===== src/pkg/nmcw_pkg.sv =====
// Shared constants, types and register map of the network control and wake block
package nmcw_pkg;

  // Register byte addresses on the plain register port
  localparam int ADDR_W = 12;
  localparam logic [11:0] OFS_NET_CTRL = 12'h000; // network_control
  localparam logic [11:0] OFS_WAKE_CFG = 12'h0b8; // wake_match_config
  localparam logic [11:0] OFS_PFC_PAUSE = 12'h100; // Transmit priority pause contents
  localparam logic [11:0] OFS_IRQ_STATUS = 12'h104; // Sticky events, write one to clear
  localparam logic [11:0] OFS_IRQ_MASK = 12'h108; // Interrupt enables

  // Reset values
  localparam logic [31:0] RST_NET_CTRL = 32'h0000_0000;
  localparam logic [31:0] RST_WAKE_CFG = 32'h0000_0000;
  localparam logic [31:0] RST_PFC_PAUSE = 32'h0000_0000;

  // network_control field positions
  localparam int NC_LPI = 19; // low_power_idle_enable
  localparam int NC_FLUSH = 18; // flush_next_rx_frame
  localparam int NC_TX_PFC = 17; // send_priority_pause
  localparam int NC_RX_PFC = 16; // accept_priority_pause

  // wake_match_config field positions
  localparam int WK_GROUP = 19; // wake_on_group_hash
  localparam int WK_SLOT1 = 18; // wake_on_station_slot_one
  localparam int WK_ARP = 17; // Wake on address resolution request
  localparam int WK_SPECIAL = 16; // wake_on_special_frame
  localparam logic [31:0] WAKE_RW_MASK = 32'h000f_ffff; // Enables plus protocol address

  // Transmit priority pause register layout
  localparam int PP_VEC_LSB = 0; // Class enable vector [7:0]
  localparam int PP_QUANT_LSB = 16; // Pause quantum [31:16], used for every class
  localparam logic [31:0] PAUSE_RW_MASK = 32'hffff_00ff; // Vector and quantum, gap reads zero

  // Interrupt status bit positions
  localparam int IRQ_W = 4;
  localparam int IRQ_WAKE = 0;
  localparam int IRQ_PAUSE_SENT = 1;
  localparam int IRQ_PAUSE_RX = 2;
  localparam int IRQ_FLUSH = 3;

  // Transmit line codes
  localparam logic [3:0] LPI_TXD = 4'h1; // Idle signalling code with error high
  localparam logic [3:0] IDLE_TXD = 4'h0;

  // Pause frame layout, in byte indices from the first preamble byte
  localparam logic [6:0] FB_SFD = 7'h07;
  localparam logic [6:0] FB_DST = 7'h08;
  localparam logic [6:0] FB_SRC = 7'h0e;
  localparam logic [6:0] FB_TYPE = 7'h14;
  localparam logic [6:0] FB_OPC = 7'h16;
  localparam logic [6:0] FB_VEC = 7'h18;
  localparam logic [6:0] FB_TIMES = 7'h1a;
  localparam logic [6:0] FB_PAD = 7'h2a;
  localparam logic [6:0] FB_FCS = 7'h44;
  localparam logic [7:0] LAST_NIBBLE = 8'h8f; // 72 bytes, two nibbles each
  localparam logic [7:0] PREAMBLE_BYTE = 8'h55;
  localparam logic [7:0] SFD_BYTE = 8'hd5;
  localparam logic [47:0] PAUSE_DST = 48'h0180_c200_0001;
  localparam logic [15:0] PAUSE_TYPE = 16'h8808;
  localparam logic [15:0] PFC_OPCODE = 16'h0101;
  localparam logic [31:0] CRC_POLY = 32'hedb8_8320;
  localparam logic [31:0] CRC_INIT = 32'hffff_ffff;

  // One transmit nibble of the media-independent interface
  typedef struct packed {
    logic en;
    logic er;
    logic [3:0] d;
  } nmcw_mii_tx_t;

  // Match results of one received frame from the address filter
  typedef struct packed {
    logic group_hash;
    logic station_one;
    logic arp;
    logic special;
  } nmcw_hits_t;

  // Transmit sequencer states
  typedef enum logic [0:0] {
    NMCW_TX_IDLE = 1'b0,
    NMCW_TX_FRAME = 1'b1
  } nmcw_tx_state_t;

endpackage


===== src/hdl/nmcw_core.sv =====
// Network control and wake configuration block with pause frame sender
module nmcw_core
  import nmcw_pkg::*;
#(
  parameter logic [47:0] STATION_ADDR = 48'h0200_0000_0001 // Source address, value arbitrary
) (
  input wire logic clock, // 250 MHz block clock
  input wire logic rst, // Asynchronous reset, active high
  input wire logic [ADDR_W-1:0] reg_addr, // Register byte address
  input wire logic [31:0] reg_wdata, // Write data
  input wire logic reg_wr, // Write strobe
  input wire logic reg_rd, // Read strobe
  output logic [31:0] reg_rdata, // Read data, valid the cycle after the strobe
  input wire logic tx_clk_pin, // Transmit clock from the PHY
  output nmcw_mii_tx_t mii_tx, // Transmit enable, error and nibble
  input wire logic rx_dma_busy, // Receive DMA is copying a stored frame
  output logic rx_flush, // Pulse: drop next stored received frame
  input wire logic rx_frame_done, // Pulse: a received frame completed
  input wire nmcw_hits_t rx_hits, // Filter matches of that frame
  input wire logic rx_pfc_frame, // That frame was a priority pause frame
  output logic pfc_negotiate, // Advertise priority flow control
  output logic pfc_pause_seen, // Pulse: priority pause frame recognised
  output logic wake_event, // Pulse: wake toward the system
  output logic irq // Level interrupt
);

  // Registers
  logic lpi_en; // Low power idle enable
  logic tx_pfc_pending; // Pause frame requested or in flight
  logic rx_pfc_en; // Priority pause reception enable
  logic [31:0] wake_cfg; // wake_match_config storage
  logic [31:0] pfc_pause; // Transmit priority pause contents
  logic [IRQ_W-1:0] irq_status; // Sticky events
  logic [IRQ_W-1:0] irq_mask; // Interrupt enables

  // Transmit clock synchroniser and edge finder
  logic tx_clk_s1; // First stage, read only by the second
  logic tx_clk_s2; // Second stage
  logic tx_clk_s3; // Previous sampled level
  nmcw_tx_state_t tx_state; // Sequencer state
  logic [7:0] nib_cnt; // Nibble index within the frame
  logic [31:0] crc; // Running frame check value

  // Address decode
  wire hit_ctrl = (reg_addr == OFS_NET_CTRL);
  wire hit_wake = (reg_addr == OFS_WAKE_CFG);
  wire hit_pause = (reg_addr == OFS_PFC_PAUSE);
  wire hit_status = (reg_addr == OFS_IRQ_STATUS);
  wire hit_mask = (reg_addr == OFS_IRQ_MASK);
  wire wr_ctrl = reg_wr & hit_ctrl;
  wire wr_status = reg_wr & hit_status;
  // Mask as it stands after this edge, so a mask write moves irq in the same cycle
  wire [IRQ_W-1:0] next_irq_mask = (reg_wr & hit_mask) ? reg_wdata[IRQ_W-1:0] : irq_mask;

  // Control writes that trigger actions
  wire flush_req = wr_ctrl & reg_wdata[NC_FLUSH];
  wire flush_take = flush_req & ~rx_dma_busy;
  wire pfc_req = wr_ctrl & reg_wdata[NC_TX_PFC];

  // Rising edge of the transmit clock; outputs change on it, PHY samples next rise
  wire tx_tick = tx_clk_s2 & ~tx_clk_s3;

  // Wake qualification: each match gated by its enable
  // A frame that hits several enabled criteria still gives one wake pulse
  wire wake_group = rx_hits.group_hash & wake_cfg[WK_GROUP];
  wire wake_slot1 = rx_hits.station_one & wake_cfg[WK_SLOT1];
  wire wake_arp = rx_hits.arp & wake_cfg[WK_ARP];
  wire wake_special = rx_hits.special & wake_cfg[WK_SPECIAL];
  wire wake_any = wake_group | wake_slot1 | wake_arp | wake_special;
  wire wake_fire = rx_frame_done & wake_any;
  wire pfc_fire = rx_frame_done & rx_pfc_frame & rx_pfc_en;

  // Frame progress
  wire frame_start = tx_tick & (tx_state == NMCW_TX_IDLE) & tx_pfc_pending & ~lpi_en;
  wire frame_last = tx_tick & (tx_state == NMCW_TX_FRAME) & (nib_cnt == LAST_NIBBLE);
  wire [6:0] byte_idx = nib_cnt[7:1];
  wire in_crc_span = (byte_idx >= FB_DST) & (byte_idx < FB_FCS);
  wire in_fcs = (byte_idx >= FB_FCS);

  // Pause frame byte at a given index, body only; the check value is sent separately
  function automatic logic [7:0] frame_byte(input logic [6:0] idx, input logic [31:0] pp);
    logic [6:0] rel;
    logic [7:0] b;
    rel = 7'h00;
    b = 8'h00;
    if (idx < FB_SFD) begin
      b = PREAMBLE_BYTE;
    end else if (idx == FB_SFD) begin
      b = SFD_BYTE;
    end else if (idx < FB_SRC) begin
      rel = 7'(FB_SRC - 7'h01 - idx);
      b = PAUSE_DST[rel*8 +: 8]; // Destination, most significant byte first
    end else if (idx < FB_TYPE) begin
      rel = 7'(FB_TYPE - 7'h01 - idx);
      b = STATION_ADDR[rel*8 +: 8];
    end else if (idx < FB_OPC) begin
      b = (idx == FB_TYPE) ? PAUSE_TYPE[15:8] : PAUSE_TYPE[7:0];
    end else if (idx < FB_VEC) begin
      b = (idx == FB_OPC) ? PFC_OPCODE[15:8] : PFC_OPCODE[7:0];
    end else if (idx < FB_TIMES) begin
      b = (idx == FB_VEC) ? 8'h00 : pp[PP_VEC_LSB +: 8];
    end else if (idx < FB_PAD) begin
      // Eight class timers, all carrying the programmed quantum
      b = idx[0] ? pp[PP_QUANT_LSB +: 8] : pp[PP_QUANT_LSB + 8 +: 8];
    end else begin
      b = 8'h00; // Pad to minimum length
    end
    return b;
  endfunction

  // Frame check update over one nibble, least significant bit first
  // Reflected polynomial, so the check is built in the order the nibbles leave;
  // its complement goes out after the pad, low nibble first
  function automatic logic [31:0] crc_nibble(input logic [31:0] c, input logic [3:0] d);
    logic [31:0] r;
    r = c;
    for (int i = 0; i < 4; i++) begin
      r = (r[0] ^ d[i]) ? ((r >> 1) ^ CRC_POLY) : (r >> 1);
    end
    return r;
  endfunction

  wire [7:0] cur_byte = frame_byte(byte_idx, pfc_pause);
  wire [3:0] body_nib = nib_cnt[0] ? cur_byte[7:4] : cur_byte[3:0];
  wire [3:0] fcs_nib = ~crc[3:0];
  wire [3:0] tx_nib = in_fcs ? fcs_nib : body_nib;

  // Next transmit line value; LOW_POWER_IDLE_ENABLE wins over idle, a running frame completes first
  nmcw_mii_tx_t next_mii_tx;
  always_comb begin
    next_mii_tx = mii_tx;
    if (tx_tick) begin
      if (tx_state == NMCW_TX_FRAME) begin
        next_mii_tx = '{en: 1'b1, er: 1'b0, d: tx_nib};
      end else if (lpi_en) begin
        next_mii_tx = '{en: 1'b0, er: 1'b1, d: LPI_TXD};
      end else begin
        next_mii_tx = '{en: 1'b0, er: 1'b0, d: IDLE_TXD};
      end
    end
    if (frame_last) begin
      // The closing nibble goes out on the same tick that ends the frame
      next_mii_tx = '{en: 1'b1, er: 1'b0, d: tx_nib};
    end
  end

  // Next sticky status: hardware set wins over software clear
  wire [IRQ_W-1:0] ev_set = {flush_take, pfc_fire, frame_last, wake_fire};
  wire [IRQ_W-1:0] ev_clr = wr_status ? reg_wdata[IRQ_W-1:0] : {IRQ_W{1'b0}};
  wire [IRQ_W-1:0] next_irq_status = (irq_status & ~ev_clr) | ev_set;

  // Read multiplexer; unmapped addresses read zero
  wire [31:0] ctrl_view = (32'(lpi_en) << NC_LPI) | (32'(tx_pfc_pending) << NC_TX_PFC)
                        | (32'(rx_pfc_en) << NC_RX_PFC);
  wire [31:0] next_rdata = hit_ctrl ? ctrl_view :
                           hit_wake ? wake_cfg :
                           hit_pause ? pfc_pause :
                           hit_status ? 32'(irq_status) :
                           hit_mask ? 32'(irq_mask) : 32'h0000_0000;

  // Register bus: read data stands only in the cycle after the strobe
  // Returning to zero afterwards keeps back-to-back reads free of stale values
  // and lets the master take the word without any wait state
  always_ff @(posedge clock or posedge rst) begin
    if (rst) begin
      reg_rdata <= 32'h0000_0000;
    end else begin
      reg_rdata <= reg_rd ? next_rdata : 32'h0000_0000;
    end
  end

  // Configuration registers
  // Flush and send-pause are actions and are not stored here
  // Writes to unmapped addresses fall through every decode and are dropped
  always_ff @(posedge clock or posedge rst) begin
    if (rst) begin
      lpi_en <= RST_NET_CTRL[NC_LPI];
      rx_pfc_en <= RST_NET_CTRL[NC_RX_PFC];
      wake_cfg <= RST_WAKE_CFG;
      pfc_pause <= RST_PFC_PAUSE;
      irq_mask <= {IRQ_W{1'b0}};
    end else begin
      if (wr_ctrl) begin
        lpi_en <= reg_wdata[NC_LPI];
        rx_pfc_en <= reg_wdata[NC_RX_PFC];
      end
      if (reg_wr & hit_wake) begin
        wake_cfg <= reg_wdata & WAKE_RW_MASK;
      end
      if (reg_wr & hit_pause) begin
        pfc_pause <= reg_wdata & PAUSE_RW_MASK; // Gap between vector and quantum reads zero
      end
      irq_mask <= next_irq_mask;
    end
  end

  // Pause request stays pending until its frame ends; a new request then wins
  // Writing zero to the send bit has no effect: software cannot cancel a
  // requested frame, which keeps a half-sent frame off the line
  always_ff @(posedge clock or posedge rst) begin
    if (rst) begin
      tx_pfc_pending <= RST_NET_CTRL[NC_TX_PFC];
    end else if (pfc_req) begin
      tx_pfc_pending <= 1'b1;
    end else if (frame_last) begin
      tx_pfc_pending <= 1'b0;
    end
  end

  // Transmit clock: two stages before any logic, then edge history
  // The pin is unrelated to the block clock; only the second stage feeds logic,
  // so a metastable first stage settles before any decision is taken on it.
  // The history stage adds no latency, as the tick is taken from the second stage, and yields a clean one-cycle tick
  always_ff @(posedge clock or posedge rst) begin
    if (rst) begin
      tx_clk_s1 <= 1'b0;
      tx_clk_s2 <= 1'b0;
      tx_clk_s3 <= 1'b0;
    end else begin
      tx_clk_s1 <= tx_clk_pin;
      tx_clk_s2 <= tx_clk_s1;
      tx_clk_s3 <= tx_clk_s2;
    end
  end

  // Transmit sequencer
  // The counter advances only on ticks, so the frame length does not depend
  // on the ratio between the block clock and the link clock.
  // A request raised mid-frame is cleared when that frame ends; only one in its last-tick cycle starts another
  always_ff @(posedge clock or posedge rst) begin
    if (rst) begin
      tx_state <= NMCW_TX_IDLE;
      nib_cnt <= 8'h00;
      crc <= CRC_INIT;
    end else begin
      case (tx_state)
        NMCW_TX_IDLE: begin
          if (frame_start) begin
            tx_state <= NMCW_TX_FRAME;
            nib_cnt <= 8'h00;
            crc <= CRC_INIT;
          end
        end
        NMCW_TX_FRAME: begin
          if (frame_last) begin
            tx_state <= NMCW_TX_IDLE;
          end else if (tx_tick) begin
            nib_cnt <= nib_cnt + 8'h01;
            // Check value accumulates over the body, then shifts out a nibble at a time
            if (in_crc_span) begin
              crc <= crc_nibble(crc, body_nib);
            end else if (in_fcs) begin
              crc <= crc >> 4;
            end
          end
        end
        default: begin
          tx_state <= NMCW_TX_IDLE;
        end
      endcase
    end
  end

  // Line outputs and event pulses
  // Every output leaves a flip-flop, so the far side sees no decode glitches;
  // a flush written while the receive DMA is busy leaves no trace at all
  always_ff @(posedge clock or posedge rst) begin
    if (rst) begin
      mii_tx <= '{en: 1'b0, er: 1'b0, d: IDLE_TXD};
      rx_flush <= 1'b0;
      wake_event <= 1'b0;
      pfc_pause_seen <= 1'b0;
      pfc_negotiate <= 1'b0;
    end else begin
      mii_tx <= next_mii_tx;
      rx_flush <= flush_take;
      wake_event <= wake_fire;
      pfc_pause_seen <= pfc_fire;
      pfc_negotiate <= rx_pfc_en;
    end
  end

  // Interrupt status and output
  // irq follows the next status and mask, so it moves in the same cycle as they do;
  // a masked event is still recorded and raises irq once it is unmasked
  always_ff @(posedge clock or posedge rst) begin
    if (rst) begin
      irq_status <= {IRQ_W{1'b0}};
      irq <= 1'b0;
    end else begin
      irq_status <= next_irq_status;
      irq <= |(next_irq_status & next_irq_mask);
    end
  end

endmodule // nmcw_core


===== config.mk =====
export PLATFORM = sky130hd
export DESIGN_NAME = nmcw_core
export DESIGN_NICKNAME = d
export VERILOG_FILES = /design/src/pkg/nmcw_pkg.sv /design/src/hdl/nmcw_core.sv
export SDC_FILE = /design/constraint.sdc
export NUM_CORES = 1
export LEC_CHECK = 0
export BUFFER_PORTS_ARGS = -buffer_cell sky130_fd_sc_hd__buf_2
export CORE_MARGIN = 5
export CORE_UTILIZATION = 45
export DETAILED_ROUTE_END_ITERATION = 10
export PLACE_DENSITY_LB_ADDON = 0.08
export SYNTH_ARGS = -nofsm -noshare
export SYNTH_HDL_FRONTEND = slang
export SYNTH_SLANG_ARGS = --single-unit

===== constraint.sdc =====
create_clock -name clock -period 5.6 [get_ports clock]
set_input_delay 0.56 -clock clock [delete_from_list [all_inputs] [get_ports clock]]
set_output_delay 0.56 -clock clock [all_outputs]
set_load 0.02 [all_outputs]

Word level (Yosys, flattened, before mapping)
Cells that the tools add are included.
{ "op_classes": {"addsub": 3, "n_mul": 0, "div": 0, "n_lt_le_gt_ge": 10, "n_eq_ne": 12, "shift": 2, "muxes": 44, "bitwise": 44, "n_reduce_logical": 6} }
{ "ops": {"columns": ["operator", "n"], "rows": [
  ["32-bit 2-to-1 mux", 13],
  ["8-bit 2-to-1 mux", 14],
  ["48-bit by 11-bit indexed part select with 8-bit output (first input constant)", 2],
  ["32-bit case mux with 2 select lines", 1],
  ["13-bit NOT with 14-bit output", 4],
  ["12-bit by 9-bit == test with 1-bit output (second input constant)", 3],
  ["7-bit by 5-bit < comparator with 1-bit output (second input constant)", 4],
  ["4-bit 2-to-1 mux", 6],
  ["1-bit bitwise AND", 22],
  ["20-bit by 17-bit OR with 20-bit output", 1],
  ["20-bit by 18-bit OR with 20-bit output", 1],
  ["6-bit 2-to-1 mux", 3],
  ["8-bit case mux with 2 select lines", 1],
  ["7-bit by 5-bit == test with 1-bit output (second input constant)", 2],
  ["12-bit by 8-bit == test with 1-bit output (second input constant)", 1],
  ["12-bit logical NOT", 1],
  ["8-bit by 1-bit adder with 8-bit output (second input constant)", 1],
  ["4-bit bitwise AND", 2],
  ["8-bit == test (second input constant)", 1],
  ["4-bit NOT", 2],
  ["7-bit by 3-bit == test with 1-bit output (second input constant)", 1],
  ["7-bit by 4-bit >= comparator with 1-bit output (second input constant)", 1],
  ["7-bit >= comparator (second input constant)", 1],
  ["7-bit by 3-bit < comparator with 1-bit output (second input constant)", 1],
  ["19 further kinds", 32]
]} }
{ "word_totals": {"regBits": 142, "latch_bits": 0, "ram_bits": 0, "mem_bits_ro": 0, "inputBits": 56, "out_inout_bits": 43, "elab_cells": 143, "memories": 0} }

Depth between registers and ports, before layout
{ "logic_depth": {"ltp_word": 22, "depth_mapped": 12, "ltp_nobuf": 11} }

Worst setup path after synthesis
Ideal clock, no wire load.
{ "synth_timing": {"path_type": "reg2reg", "start": "register nib_cnt[3]", "end": "register crc[20]", "setup_ns": 0.077, "t_arrival_ns": 3.049, "t_required_ns": 5.523, "setup_slack_ns": 2.473, "stages_incl_launch_ff": 12, "n_path_buf": 0, "period_less_slack_ns": 3.127, "path_cell_list": "dfrtp_1 -> inv_1 -> ha_1 -> and4bb_2 -> a21oi_2 -> or3_1 -> a32oi_1 -> a21oi_1 -> xnor2_2 -> xor3_1 -> or3_1 -> a31oi_1"} }
{ "synth_via": {"elab_chain_cells": 21, "elab_cells_between_ends": 47, "cone_classes": "add/sub: 2; order compare: 10; eq/ne: 6; shift: 2; mux: 19; bitwise: 7; reduce/logical: 1"} }
{ "synth_rtl": {"columns": ["element", "line", "source"], "rows": [
  ["start, declared", "nmcw_core.sv:41", "logic [7:0] nib_cnt;"],
  ["start signal, assigned", "nmcw_core.sv:248", "nib_cnt <= nib_cnt + 8'h01;"],
  ["parallel branches: the longest is 21 deep, another holds 5-bit by 7-bit subtractor with 7-bit output", null, null],
  ["end signal, assigned", "nmcw_core.sv:251", "crc <= crc_nibble(crc, body_nib);"],
  ["end signal, assigned", "nmcw_core.sv:253", "crc <= crc >> 4;"],
  ["end, declared", "nmcw_core.sv:42", "logic [31:0] crc;"]
]} }
Parallel ways; which one is timed is not known. The select of a mux whose other input is x is not followed.
A chain may end at the register's enable or synchronous reset.

Final worst setup path
{ "layout_timing": {"start": "register nib_cnt[3]", "end": "register crc[21]"} }
{ "layout_via": {"elab_chain_cells": 21, "elab_cells_between_ends": 47, "cone_classes": "add/sub: 2; order compare: 10; eq/ne: 6; shift: 2; mux: 19; bitwise: 7; reduce/logical: 1"} }
{ "layout_rtl": {"columns": ["element"], "rows": [
  ["parallel branches: the longest is 21 deep, another holds 5-bit by 7-bit subtractor with 7-bit output"]
]} }
Parallel ways; which one is timed is not known. The select of a mux whose other input is x is not followed.

==> flow_summary.json <==
{
  "avgViaCountPerCell": 5.492,
  "cap_viol_max_count": 0,
  "nets": 740,
  "critPathBufInv": 1,
  "critPathRequiredTime_ns": 5.94,
  "powerDensity_nw_per_um2": 409.3,
  "vias": 4789,
  "rr_startpoint": "nib_cnt[3]",
  "drive_above_1_share_pct": 33.58,
  "yosysTopAreaCellShare_pct": 41.57,
  "cp_cell_sequence": "inv_1 > ha_1 > and4bb_2 > a21oi_2 > nor3_1 > a211oi_1 > a41oi_1 > xnor2_1 > xnor3_1 > or3_1 > a31oi_1",
  "min-delay-start": "tx_clk_pin",
  "dp_hpwl_mm": 11.41,
  "worst_path_max_delay_cell": "xnor2_1",
  "grt_pass1_vias": 4827,
  "grt_max_degree": 92,
  "postCtsSetupBuffers": 0,
  "rows": 44,
  "ys_ff_latch": 142,
  "fp.dieW_um": 131.3,
  "yosys_most_used_dff": "dfrtp_1",
  "r2r-end": "crc[21]",
  "end_kind": "flop",
  "ant_nets": 0,
  "portBuffers": 98,
  "worst_setup_path_start_kind": "flop",
  "cts_tree": "yes",
  "vdd_drop_max_mv": 0.2263,
  "cp_max_fo": 9,
  "firstDrtPassIters": 6,
  "cts_buffers": 17,
  "relSlewSlack_pct": 31.76,
  "yosysTopAreaCell": "dfrtp_1",
  "area_growth_pct": 18.97,
  "rsz0062_at_grt": "false",
  "grt_use_total_pct": 18.82,
  "seq_area_frac_synth_pct": 54.27,
  "async_reset_ff_share_pct": 100.0,
  "r2r_cells": 11,
  "finalHoldViolCount": 0,
  "wl_mm": 15.75,
  "cts_resized": 0,
  "synthDistinctLibCells": 66,
  "final_max_slew_viol_count": 0,
  "tightestPinTransition_ns": 1.021,
  "hold_end": "tx_clk_s1",
  "synthCells": 583,
  "start_util_pct": 45.73,
  "syn_nets": 647,
  "cts_hold_buf": 0,
  "grt-ovfl-total": 0,
  "num_antenna_cells": 0,
  "highest_layer": "met4",
  "totalNegativeSetupSlack_ns": 0,
  "leakage_nw": 3.730,
  "wire_per_inst_um": 18.06,
  "r2r_setup_slack_ns": 1.93,
  "outcome": "finished, final reports clean",
  "cts_max_level": 4,
  "clockBufferDepth": 2,
  "fin_crit_ns": 3.668,
  "dr.first_iter.drc_count": 299,
  "met3WireLength_um": 852,
  "dieArea_um2": 17240,
  "finalSetupViolCount": 0,
  "antenna_found_initial": 0,
  "drc": 0,
  "clock-sinks": 142,
  "synth_edf_count": 0,
  "max_freq_mhz": 272.6,
  "worst_clock_skew_ns": 0.008115,
  "coreArea_um2": 14480,
  "synthTopCellsByCount": "dfrtp_1, nor2_1, mux2_2",
  "critPathArrivalTime_ns": 4.01,
  "clk-insertion-delay-late_ns": 0.42,
  "clockRootBuffer": "clkbuf_16",
  "worstSetupPathType": "flop to flop",
  "crit_family": "XOR/XNOR gates",
  "dp.cells": 841,
  "hp-class": "input port to flop",
  "fp.dieH_um": 131.3,
  "io_pins": 99,
  "layout.cells.non_filler": 872,
  "clkTransAtPathRegs_ns": 0.06,
  "grt_pass1_wl_mm": 26.47,
  "wirelength_met1_mm": 7.666,
  "synth_area_leaders": "dfrtp_1, dfstp_2, mux2_2",
  "fin_crit_sh_pct": 65.50,
  "met2_length_mm": 7.030,
  "critPathMaxStageDelay_ns": 0.60,
  "synth_area_um2": 6621,
  "routabilityCongestion": 0.9161,
  "min_path_cells": 1,
  "syn_avg_cell_area_um2": 11.36,
  "synthMostInstantiatedCell": "dfrtp_1",
  "yosys_warnings": 0
}
[worst max path at each step]
stage / depth (start not counted) / to / startpoint
2_1_floorplan: 1 / irq / rst
3_3_place_gp: 11 / crc[23] / nib_cnt[3]
3_5_place_dp: 11 / crc[21] / nib_cnt[3]
4_1_cts: 11 / crc[21] / nib_cnt[3]
5_1_grt: 11 / crc[21] / nib_cnt[3]
6_report: 11 / crc[21] / nib_cnt[3]
[kinds of logic after synthesis]
family / synth area share, %
xor gates and xnor gates: 5.726
AOI/OAI and AO/OA: 11.92
and+or+nand+nor: 14.57
buffers and inverters: 2.457
muxes: 9.543
DFF: 54.27
adders and majority gates: 1.512
[area by class of cell]
class,instances,area (um^2)
inverter,11,46.29
timing repair buffer,102,520.5
fill,1289,6601
clock buffer,17,425.4
sequential,142,3593
multi-input combinational,402,2869
tap,184,230.2
clock inverter,14,192.7
[layout by cell type, fill, tap and decap left out, drive strengths merged, types with 12 or more instances in the layout]
master	count
a21oi	20
a31oi	12
and2	24
buf	102
clkbuf	17
dfrtp	110
dfstp	32
inv	13
mux2	49
nand2	34
nor2	57
nor3	12
o21ai	30
or3	17
xnor2	20
[registers in the layout, summed over array words and instances, names as in the netlist, 4 cells and up]
signal      cells
reg_rdata      32
wake_cfg       20
irq_mask        4
irq_status      4
mii_tx          6
nib_cnt         8
crc            32
pfc_pause      24
[worst register-to-register path, stage by stage, from the launching register on]
cell and delay [ns]:
dfrtp_1 0.49, inv_1 0.26, ha_1 0.23, and4bb_2 0.25, a21oi_2 0.29, nor3_1 0.12, a211oi_1 0.21, a41oi_1 0.23
xnor2_1 0.60, xnor3_1 0.40, or3_1 0.34, a31oi_1 0.18
[per-layer routing]
layer / up-vias / global-route usage [%]
li1: 2269 / -
met1: 2363 / 28.08
met2: 141 / 27.00
met3: 16 / 4.702
met4: 0 / 5.943
met5: - / 0
[through the flow]
| step | setup slack (ns) | hold slack [ns] | area (um^2) | utilization [%] | power (mW) |
|---|---|---|---|---|---|
| final | 1.932 | 0.2533 | 7878 | 54.41 | 3.224 |
| after global routing | 1.641 | 0.2332 | 7878 | 54.41 | 3.401 |
| after CTS | 1.915 | 0.2336 | 7878 | 54.41 | 3.253 |
| after detailed placement | 1.932 | 0.3370 | 7259 | 50.14 | 2.060 |
| after global placement | 2.033 | 0.3343 | 7259 | 50.14 | 2.045 |
| after floorplan | 1.283 | 0.3312 | 6621 | - | 1.888 |
[report_power, final]
| part | internal (mW) | switching, mW |
|---|---|---|
| Clock | 0.744 | 0.432 |
| Combinational | 0.311 | 0.354 |
| Sequential | 1.23 | 0.150 |
Power figures use the tool's default switching activity.
